## config.mk

```make
export PLATFORM = sky130hd
export DESIGN_NAME = sio_indicators
export DESIGN_NICKNAME = d
export VERILOG_FILES = /design/src/sio_pkg.sv /design/src/sio_blink_if.sv /design/src/sio_indicators.sv /design/src/sio_blink.sv /design/src/sio_lamp_enc.sv
export VERILOG_INCLUDE_DIRS = /design/src /design/src/src
export SDC_FILE = /design/constraint.sdc
export NUM_CORES = 1
export LEC_CHECK = 0
export ABC_AREA = 1
export BUFFER_PORTS_ARGS = -buffer_cell sky130_fd_sc_hd__buf_2
export CAP_MARGIN = 20
export CORE_MARGIN = 3
export CORE_UTILIZATION = 40
export DETAILED_ROUTE_END_ITERATION = 8
export SETUP_SLACK_MARGIN = 0.1
export SLEW_MARGIN = 20
export SYNTH_ARGS = -nofsm -noshare
export SYNTH_HDL_FRONTEND = slang
export SYNTH_HIERARCHICAL = 1
export SYNTH_SLANG_ARGS = --single-unit
```

## constraint.sdc

```tcl
create_clock -name clock_i -period 7.8 [get_ports clock_i]
set_input_delay 0.78 -clock clock_i [delete_from_list [all_inputs] [get_ports clock_i]]
set_output_delay 0.78 -clock clock_i [all_outputs]
set_load 0.01 [all_outputs]
```

## src/sio_cfg.svh

```systemverilog
// Timing and sizing constants for the safety I/O status indicator block.
// Assumes a 50 MHz module clock.
`ifndef SIO_CFG_SVH
`define SIO_CFG_SVH

`define SIO_CLK_HZ 50000000
`define SIO_NSEN 4
`define SIO_NAIN 4
`define SIO_NDIN 8
`define SIO_NDOUT 8
// Common blink half period, in milliseconds
`define SIO_BLINK_HALF_MS 250
`define SIO_BLINK_HALF_CYC ((`SIO_CLK_HZ / 1000) * `SIO_BLINK_HALF_MS)
// Tachometer rate above which the lamp stands steady, in hertz
`define SIO_TACH_MIN_HZ 30
`define SIO_TACH_HOLD_CYC (`SIO_CLK_HZ / `SIO_TACH_MIN_HZ)

`endif

```

## src/sio_pkg.sv

```systemverilog
// Types shared by the safety I/O status indicator block.
// Assumes nothing of its surroundings.
`default_nettype none
package sio_pkg;
    typedef enum logic [1:0] {
        SIO_OFF,
        SIO_YELLOW,
        SIO_GREEN,
        SIO_RED
    } sio_color_e;
endpackage
`default_nettype wire

```

## src/sio_blink_if.sv

```systemverilog
// Carries the common blink phase from the timebase to the lamp logic.
// Assumes one clock domain.
`timescale 1ns/1ps
`default_nettype none
interface sio_blink_if;
    logic phase;
    modport drv (output phase);
    modport use_p (input phase);
endinterface
`default_nettype wire

```

## src/sio_indicators.sv

```systemverilog
// Status indicator encoder for the safety I/O module lamps.
// Assumes all condition inputs are synchronous to clock_i.
//
// Notes on behaviour
// - Lock lamp dark without, with invalid, or originator-made configuration.
// - Lock lamp steady yellow when valid configuration is locked.
// - Lock lamp flashes yellow when valid tool configuration is unlocked.
// - Power lamp dark without field power, green within limits, else yellow.
// - With sensor power used, sensor over or no current also gives yellow.
// - Sensor lamp dark unused, green used, red on current fault.
// - Analog lamp dark when unused or configuring, yellow when fault free.
// - Analog lamp steady red on own signal path fault.
// - Analog lamp flashes red on partner path fault in dual pairing.
// - Tachometer lamp dark below off threshold, yellow above on threshold.
// - Tachometer lamp steady above 30 Hz, follows signal below it.
// - Digital input lamp dark when off or configuring, yellow when on.
// - Digital input lamp steady red on wiring or own circuit fault.
// - Digital input lamp flashes red on partner circuit fault.
// - Digital output lamp dark when off or configuring, yellow when on.
// - Digital output lamp steady red on own output circuit fault.
// - Dual output pair shows steady red when commanded values differ.
// - Digital output lamp flashes red on partner circuit fault in dual pairing.
`timescale 1ns/1ps
`default_nettype none
`include "sio_cfg.svh"
module sio_indicators #(
    parameter int NSEN = `SIO_NSEN,
    parameter int NAIN = `SIO_NAIN,
    parameter int NDIN = `SIO_NDIN,
    parameter int NDOUT = `SIO_NDOUT,
    parameter int unsigned BLINK_HALF_CYC = `SIO_BLINK_HALF_CYC,
    parameter int unsigned TACH_HOLD_CYC = `SIO_TACH_HOLD_CYC
) (
    // Clock and reset
    input wire logic clock_i,
    input wire logic sys_rst_i,
    // Configuration state
    input wire logic cfg_present_i,
    input wire logic cfg_valid_i,
    input wire logic cfg_by_originator_i,
    input wire logic cfg_locked_i,
    input wire logic configuring_i,
    // Field and sensor power monitors
    input wire logic field_pwr_present_i,
    input wire logic field_pwr_in_limits_i,
    input wire logic [NSEN-1:0] sensor_pwr_used_i,
    input wire logic [NSEN-1:0] sensor_over_i,
    input wire logic [NSEN-1:0] sensor_under_i,
    // Analog input channels
    input wire logic [NAIN-1:0] ain_used_i,
    input wire logic [NAIN-1:0] ain_fault_i,
    input wire logic [NAIN-1:0] ain_partner_fault_i,
    input wire logic [NAIN-1:0] ain_tach_mode_i,
    input wire logic [NAIN-1:0] ain_tach_above_on_i,
    input wire logic [NAIN-1:0] ain_tach_below_off_i,
    // Digital input channels
    input wire logic [NDIN-1:0] din_on_i,
    input wire logic [NDIN-1:0] din_fault_i,
    input wire logic [NDIN-1:0] din_partner_fault_i,
    // Digital output channels
    input wire logic [NDOUT-1:0] dout_cmd_i,
    input wire logic [NDOUT-1:0] dout_fault_i,
    input wire logic [NDOUT-1:0] dout_partner_fault_i,
    input wire logic [NDOUT/2-1:0] dout_dual_i,
    // Indicator drivers
    output var sio_pkg::sio_color_e config_lock_indicator_o,
    output var sio_pkg::sio_color_e field_power_indicator_o,
    output wire sio_pkg::sio_color_e [NSEN-1:0] sensor_supply_indicators_o,
    output wire sio_pkg::sio_color_e [NAIN-1:0] ain_indicator_o,
    output wire sio_pkg::sio_color_e [NDIN-1:0] din_indicator_o,
    output wire sio_pkg::sio_color_e [NDOUT-1:0] dout_indicator_o
);
    import sio_pkg::*;

    localparam int AI_BASE = NSEN;
    localparam int DI_BASE = NSEN + NAIN;
    localparam int DO_BASE = NSEN + NAIN + NDIN;
    localparam int NCH = DO_BASE + NDOUT;
    localparam int TW = $clog2(TACH_HOLD_CYC + 1);

    sio_blink_if blink_if ();
    sio_color_e [NCH-1:0] lamp_q;
    logic [NAIN-1:0] tach_lamp_q;
    logic sensor_bad;

    // Single timebase, so every flashing lamp stays in step
    sio_blink #(
        .HALF_CYC(BLINK_HALF_CYC)
    ) u_blink (
        .clock_i(clock_i),
        .sys_rst_i(sys_rst_i),
        .blink(blink_if.drv)
    );

    // Configuration lock lamp
    always_ff @(posedge clock_i or posedge sys_rst_i) begin
        if (sys_rst_i) begin
            config_lock_indicator_o <= SIO_OFF;
        end else if (!cfg_present_i || !cfg_valid_i || cfg_by_originator_i) begin
            config_lock_indicator_o <= SIO_OFF;
        end else if (cfg_locked_i) begin
            config_lock_indicator_o <= SIO_YELLOW;
        end else begin
            config_lock_indicator_o <= blink_if.phase ? SIO_YELLOW : SIO_OFF;
        end
    end

    // Any used sensor supply out of range pulls the power lamp to yellow while field power is present
    assign sensor_bad = |(sensor_pwr_used_i & (sensor_over_i | sensor_under_i));

    always_ff @(posedge clock_i or posedge sys_rst_i) begin
        if (sys_rst_i) begin
            field_power_indicator_o <= SIO_OFF;
        end else if (!field_pwr_present_i) begin
            field_power_indicator_o <= SIO_OFF;
        end else if (!field_pwr_in_limits_i || sensor_bad) begin
            field_power_indicator_o <= SIO_YELLOW;
        end else begin
            field_power_indicator_o <= SIO_GREEN;
        end
    end

    // One lamp slot per channel: sensor, analog, digital in, digital out
    for (genvar g = 0; g < NCH; g++) begin : g_ch
        logic act;
        logic own;
        logic par;
        sio_color_e on_col;
        sio_color_e col;

        if (g < AI_BASE) begin : g_sen
            assign act = sensor_pwr_used_i[g];
            assign own = sensor_pwr_used_i[g] && (sensor_over_i[g] || sensor_under_i[g]);
            assign par = 1'b0;
            assign on_col = SIO_GREEN;
        end else if (g < DI_BASE) begin : g_ain
            localparam int K = g - AI_BASE;
            logic [TW-1:0] hold_q;
            // The hold bridges off phases shorter than one period at the
            // steady rate; slower signals show through as a yellow flash.
            always_ff @(posedge clock_i or posedge sys_rst_i) begin
                if (sys_rst_i) begin
                    hold_q <= '0;
                end else if (ain_tach_above_on_i[K]) begin
                    hold_q <= TW'(TACH_HOLD_CYC);
                end else if (hold_q != '0) begin
                    hold_q <= hold_q - TW'(1);
                end
            end
            always_ff @(posedge clock_i or posedge sys_rst_i) begin
                if (sys_rst_i) begin
                    tach_lamp_q[K] <= 1'b0;
                end else if (ain_tach_above_on_i[K]) begin
                    tach_lamp_q[K] <= 1'b1;
                end else if (ain_tach_below_off_i[K] && hold_q == '0) begin
                    tach_lamp_q[K] <= 1'b0;
                end
            end
            assign act = ain_used_i[K] && !configuring_i
                && (!ain_tach_mode_i[K] || tach_lamp_q[K]);
            assign own = ain_fault_i[K];
            assign par = ain_partner_fault_i[K];
            assign on_col = SIO_YELLOW;
        end else if (g < DO_BASE) begin : g_din
            localparam int K = g - DI_BASE;
            assign act = din_on_i[K] && !configuring_i;
            assign own = din_fault_i[K];
            assign par = din_partner_fault_i[K];
            assign on_col = SIO_YELLOW;
        end else begin : g_dout
            localparam int K = g - DO_BASE;
            logic mis;
            // Both lamps of a dual pair go red while commands disagree
            assign mis = dout_dual_i[K/2] && (dout_cmd_i[K] != dout_cmd_i[K^1]);
            assign act = dout_cmd_i[K] && !configuring_i;
            assign own = dout_fault_i[K] || mis;
            assign par = dout_partner_fault_i[K] && dout_dual_i[K/2];
            assign on_col = SIO_YELLOW;
        end

        sio_lamp_enc u_enc (
            .active_i(act),
            .own_fault_i(own),
            .partner_fault_i(par),
            .on_color_i(on_col),
            .phase_i(blink_if.phase),
            .color_o(col)
        );

        always_ff @(posedge clock_i or posedge sys_rst_i) begin
            if (sys_rst_i) begin
                lamp_q[g] <= SIO_OFF;
            end else begin
                lamp_q[g] <= col;
            end
        end
    end

    assign sensor_supply_indicators_o = lamp_q[AI_BASE-1:0];
    assign ain_indicator_o = lamp_q[DI_BASE-1:AI_BASE];
    assign din_indicator_o = lamp_q[DO_BASE-1:DI_BASE];
    assign dout_indicator_o = lamp_q[NCH-1:DO_BASE];

    logic lock_ok;
    logic ain0_clean;
    assign lock_ok = cfg_present_i && cfg_valid_i && !cfg_by_originator_i;
    assign ain0_clean = ain_used_i[0] && ain_tach_mode_i[0] && !configuring_i
        && !ain_fault_i[0] && !ain_partner_fault_i[0];
endmodule
`default_nettype wire

```

## src/sio_blink.sv

```systemverilog
// Free running blink timebase shared by every flashing lamp.
// Assumes a synchronous design clock and asynchronous active high reset.
`timescale 1ns/1ps
`default_nettype none
`include "sio_cfg.svh"
module sio_blink #(
    parameter int unsigned HALF_CYC = `SIO_BLINK_HALF_CYC
) (
    // Clock and reset
    input wire logic clock_i,
    input wire logic sys_rst_i,
    // Phase out
    sio_blink_if.drv blink
);
    localparam int CW = $clog2(HALF_CYC + 1);
    logic [CW-1:0] cnt_q;
    logic phase_q;

    // Equal on and off halves
    always_ff @(posedge clock_i or posedge sys_rst_i) begin
        if (sys_rst_i) begin
            cnt_q <= '0;
            phase_q <= 1'b0;
        end else if (cnt_q == CW'(HALF_CYC - 1)) begin
            cnt_q <= '0;
            phase_q <= ~phase_q;
        end else begin
            cnt_q <= cnt_q + CW'(1);
        end
    end

    assign blink.phase = phase_q;
endmodule
`default_nettype wire

```

## src/sio_lamp_enc.sv

```systemverilog
// Priority encoder for one channel lamp: fault, partner fault, on, off.
// Assumes the blink phase comes from the shared timebase.
`timescale 1ns/1ps
`default_nettype none
module sio_lamp_enc (
    // Channel condition
    input wire logic active_i,
    input wire logic own_fault_i,
    input wire logic partner_fault_i,
    input wire sio_pkg::sio_color_e on_color_i,
    // Blink phase
    input wire logic phase_i,
    // Lamp
    output var sio_pkg::sio_color_e color_o
);
    import sio_pkg::*;

    always_comb begin
        if (own_fault_i) begin
            color_o = SIO_RED;
        end else if (partner_fault_i) begin
            color_o = phase_i ? SIO_RED : SIO_OFF;
        end else if (active_i) begin
            color_o = on_color_i;
        end else begin
            color_o = SIO_OFF;
        end
    end
endmodule
`default_nettype wire

```

==> impl_metrics.tcl <==
set metrics [dict create \
    crit_path_max_incr_delay_ns 0.36 \
    final_cell_count_no_fill 1851 \
    starting_density 0.4122 \
    dp_cells 1819 \
    run_status "finished clean" \
    first_pass_grt_wire_length_microns 40540 \
    power.ir.vdd_worst_mv 0.09769 \
    grt_pass1_vias 8330 \
    finalSetupTns_ns 0 \
    grt_antenna_before_repair 1 \
    hpwl_microns 18220 \
    multi_input_comb_area_sq_um 4748 \
    firstDrtPassIters 7 \
    gr-total-overflow 0 \
    route.detailed.wl_per_inst_microns 12.84 \
    cts_buffers 17 \
    drcViolationCount 0 \
    rows 55 \
    yosys_register_bits 164 \
    rsz0062_at_grt "no" \
    fin_crit_sh 0.2292 \
    setup_viol_count_final 0 \
    cp_max_fo 7 \
    max_slew_margin 0.3680 \
    core_area_sq_um 22980 \
    post_drt_via_cell_ratio 4.645 \
    worstSetupEndpointType "register" \
    worst_pin_slew_ns 0.9480 \
    hold_buffers 0 \
    post_cts_resize_count 0 \
    tritoncts "done" \
    yosysWarnings 6 \
    die_footprint_sq_um 25570 \
    numPortBuffers 147 \
    num-nets-final 1631 \
    fp.dieW_microns 159.9 \
    cts-htree-levels 4 \
    insertedDiodeCount 0 \
    timing.clock.skew_ns 0.009806 \
    timing.critical_path.from_type "register" \
    place_congestion 0.9156 \
    die_height_microns 159.9 \
    synthTopCellsByArea "sky130_fd_sc_hd__dfrtp_1 (43%), sky130_fd_sc_hd__nand2_1 (13%), sky130_fd_sc_hd__nor2_1 (9.4%)" \
    postSynthCellCount 1316 \
    pin_count 149 \
    synth_cell_type_count 34 \
    power.density_nw_per_um2 166.5 \
    ff_latch_area_sq_um 4105 \
    setup.worst_path.class "register to register" \
    drive_gt1_frac 0.1743 \
    synth_top_area_share 0.4332 \
    synth-seq-area-share 0.4332 \
    detail_route.iter0.violations 579 \
    syn_area_sq_um 9474 \
    worstSkewPairLatency_ns 0.43 \
    cts_root_buf "sky130_fd_sc_hd__clkbuf_16" \
    antenna_left 0 \
    grt.total_usage 0.1931 \
    cap_violations 0 \
    worst_ep_arrival_time_ns 2.09 \
    data_required_time_at_the_worst_endpoint_ns 8.10 \
    fin_hold_viols 0 \
    clk_transition_reported_paths_ns 0.07 \
    post_cts_buffers 0 \
    holdCritPathClass "register to register" \
    largest_net_degree_at_the_start_of_global_routing 81 \
    path_cells "inv_1, ha_1, nand2_1, nor2_2, nand3_1, nand2_1, nand2_1, nand2_1, nand2_1" \
    fin_crit_ns 1.787 \
    fillCellCount 2396 \
    critical_path.most_common_cell "sky130_fd_sc_hd__nand2_1" \
    post_synth.cell_area_avg_sq_um 7.199 \
    fmaxAchievable_mhz 559.4 \
    areaGrowthSynthToFinish_pct 19.31 \
    numClockSinks 164 \
    final-max-slew-violation-count 0 \
    postRouteWirelength_microns 23760 \
    crit_slowest_cell "sky130_fd_sc_hd__dfrtp_1" \
    vias 8597 \
    leakage_nw 5.716 \
    synth_largest_area_cell "sky130_fd_sc_hd__dfrtp_1" \
    cts-root-to-sink-buffers 2 \
]
-- kinds of logic (layout without fill, tap and decap cells) --
group           after synthesis  count (layout)  synth area share
xor+xnor                     18              18           0.01664
other cells                   2              57         0.0007927
compound gates               83              83           0.05494
fa+ha+maj                     9               9           0.01189
flops                       164             164            0.4332
buf+inv                     213             380           0.08743
simple gates                827             827            0.3951
-- synthesized netlist by cell type --
master / n
sky130_fd_sc_hd__a21oi_2: 24
sky130_fd_sc_hd__xnor2_1: 1
sky130_fd_sc_hd__nor2_1: 237
sky130_fd_sc_hd__inv_1: 195
sky130_fd_sc_hd__buf_2: 5
sky130_fd_sc_hd__nor3_1: 8
sky130_fd_sc_hd__conb_1: 2
sky130_fd_sc_hd__nor2_4: 13
sky130_fd_sc_hd__nor3_4: 2
sky130_fd_sc_hd__nand3_1: 157
sky130_fd_sc_hd__nand3_2: 6
sky130_fd_sc_hd__buf_4: 2
sky130_fd_sc_hd__o21ai_0: 21
sky130_fd_sc_hd__nand3b_1: 15
sky130_fd_sc_hd__xor2_1: 17
sky130_fd_sc_hd__a21oi_1: 24
sky130_fd_sc_hd__nor2_2: 14
sky130_fd_sc_hd__a21o_1: 3
sky130_fd_sc_hd__nor3_2: 1
sky130_fd_sc_hd__buf_6: 2
sky130_fd_sc_hd__o21a_1: 2
sky130_fd_sc_hd__o21ai_1: 8
sky130_fd_sc_hd__inv_2: 3
sky130_fd_sc_hd__nand2_2: 13
sky130_fd_sc_hd__and2_1: 2
sky130_fd_sc_hd__or2_2: 7
sky130_fd_sc_hd__o21bai_1: 1
sky130_fd_sc_hd__clkbuf_1: 4
sky130_fd_sc_hd__nand2_1: 322
sky130_fd_sc_hd__clkinv_1: 2
sky130_fd_sc_hd__nand4_1: 27
sky130_fd_sc_hd__ha_1: 9
sky130_fd_sc_hd__dfrtp_1: 164
sky130_fd_sc_hd__nand4_4: 3
-- cell usage in the layout, fill, tap and decap left out, types with 3 or more instances in the layout --
cell	n
sky130_fd_sc_hd__nand4_1	27
sky130_fd_sc_hd__nor3_1	8
sky130_fd_sc_hd__clkbuf_16	17
sky130_fd_sc_hd__conb_1	57
sky130_fd_sc_hd__ha_1	9
sky130_fd_sc_hd__xor2_1	17
sky130_fd_sc_hd__clkinv_1	3
sky130_fd_sc_hd__o21ai_1	8
sky130_fd_sc_hd__or2_2	7
sky130_fd_sc_hd__nor2_2	14
sky130_fd_sc_hd__nand2_2	13
sky130_fd_sc_hd__inv_2	3
sky130_fd_sc_hd__a21oi_1	24
sky130_fd_sc_hd__nor2_1	237
sky130_fd_sc_hd__inv_8	3
sky130_fd_sc_hd__nor2_4	13
sky130_fd_sc_hd__buf_2	147
sky130_fd_sc_hd__o21ai_0	21
sky130_fd_sc_hd__inv_1	193
sky130_fd_sc_hd__inv_6	8
sky130_fd_sc_hd__nand3_1	157
sky130_fd_sc_hd__a21oi_2	24
sky130_fd_sc_hd__a21o_1	3
sky130_fd_sc_hd__nand4_4	3
sky130_fd_sc_hd__clkinvlp_4	4
sky130_fd_sc_hd__nand3_2	6
sky130_fd_sc_hd__nand3b_1	15
sky130_fd_sc_hd__nand2_1	322
sky130_fd_sc_hd__dfrtp_1	163
-- per-layer routing --
metal / wire length [microns] / GRT usage / vias to the layer above
met1: 10820 / 0.2509 / 3937
li1: - / - / 4476
met2: 11700 / 0.3344 / 155
met4: 318 / 0.05365 / 2
met3: 906 / 0.03191 / 27
met5: 13 / 0 / -
-- where the power goes --
group | leakage, nW | internal (W) | switching, W
combinational | 3.58 | 0.0000631 | 0.000123
clock | 0.264 | 0.000421 | 0.000382
sequential | 1.88 | 0.000878 | 0.0000149
-- layout make-up --
cell class | instances | area share
well taps | 313 | 0.03465
repair buffers | 148 | 0.06575
multi-input cells | 994 | 0.4201
clock buffers | 17 | 0.03764
clock inverters | 15 | 0.01184
inverters | 200 | 0.06686
flip-flops and latches | 164 | 0.3632
-- worst max-delay path, delay by kind of cell (launching register included) --
kind | cells | cell delay [ns]
and+or+nand+nor | 7 | 0.81
DFF | 1 | 0.36
adders and majority gates | 1 | 0.33
buffers and inverters | 1 | 0.17
-- state kept, by name (all words and copies together), names as in the netlist --
signal	flops
ain_indicator_o	8
config_lock_indicator_o	1
din_indicator_o	16
dout_indicator_o	16
field_power_indicator_o	2
g_ch.g_ain.hold_q	84
sensor_supply_indicators_o	8
tach_lamp_q	4
u_blink/blink.phase	1
u_blink/cnt_q	24
-- worst paths after layout --
check | start | cells past startpoint | end | slack (ns)
setup / recovery | g_ch[5].g_ain.hold_q[0] | 9 | g_ch[5].g_ain.hold_q[20] | 6.01
hold / removal | u_blink/cnt_q[0] | 1 | u_blink/cnt_q[0] | 0.46
setup reg to reg | g_ch[5].g_ain.hold_q[0] | 9 | g_ch[5].g_ain.hold_q[20] | 6.01
hold reg to reg | u_blink/cnt_q[0] | 1 | u_blink/cnt_q[0] | 0.46
max in group asynchronous | sys_rst_i | 3 | ain_indicator_o[3] | 6.10
min in group asynchronous | sys_rst_i | 2 | u_blink/cnt_q[2] | 0.48
-- stage by stage --
stage	hold slack, ns	instance area [sq um]	setup slack (ns)	power, W	util
finish	0.4627	11300	6.013	0.001882	0.4918
global route	0.4933	11300	5.789	0.001976	0.4918
CTS	0.4697	11300	5.965	0.001910	0.4918
detailed placement	0.4609	10740	5.502	0.001097	0.4674
global placement	0.4534	10740	5.513	0.001096	0.4674
floorplan	0.4314	9681	3.295	0.001018	-
Note: power is estimated with default switching activity, not from simulation.
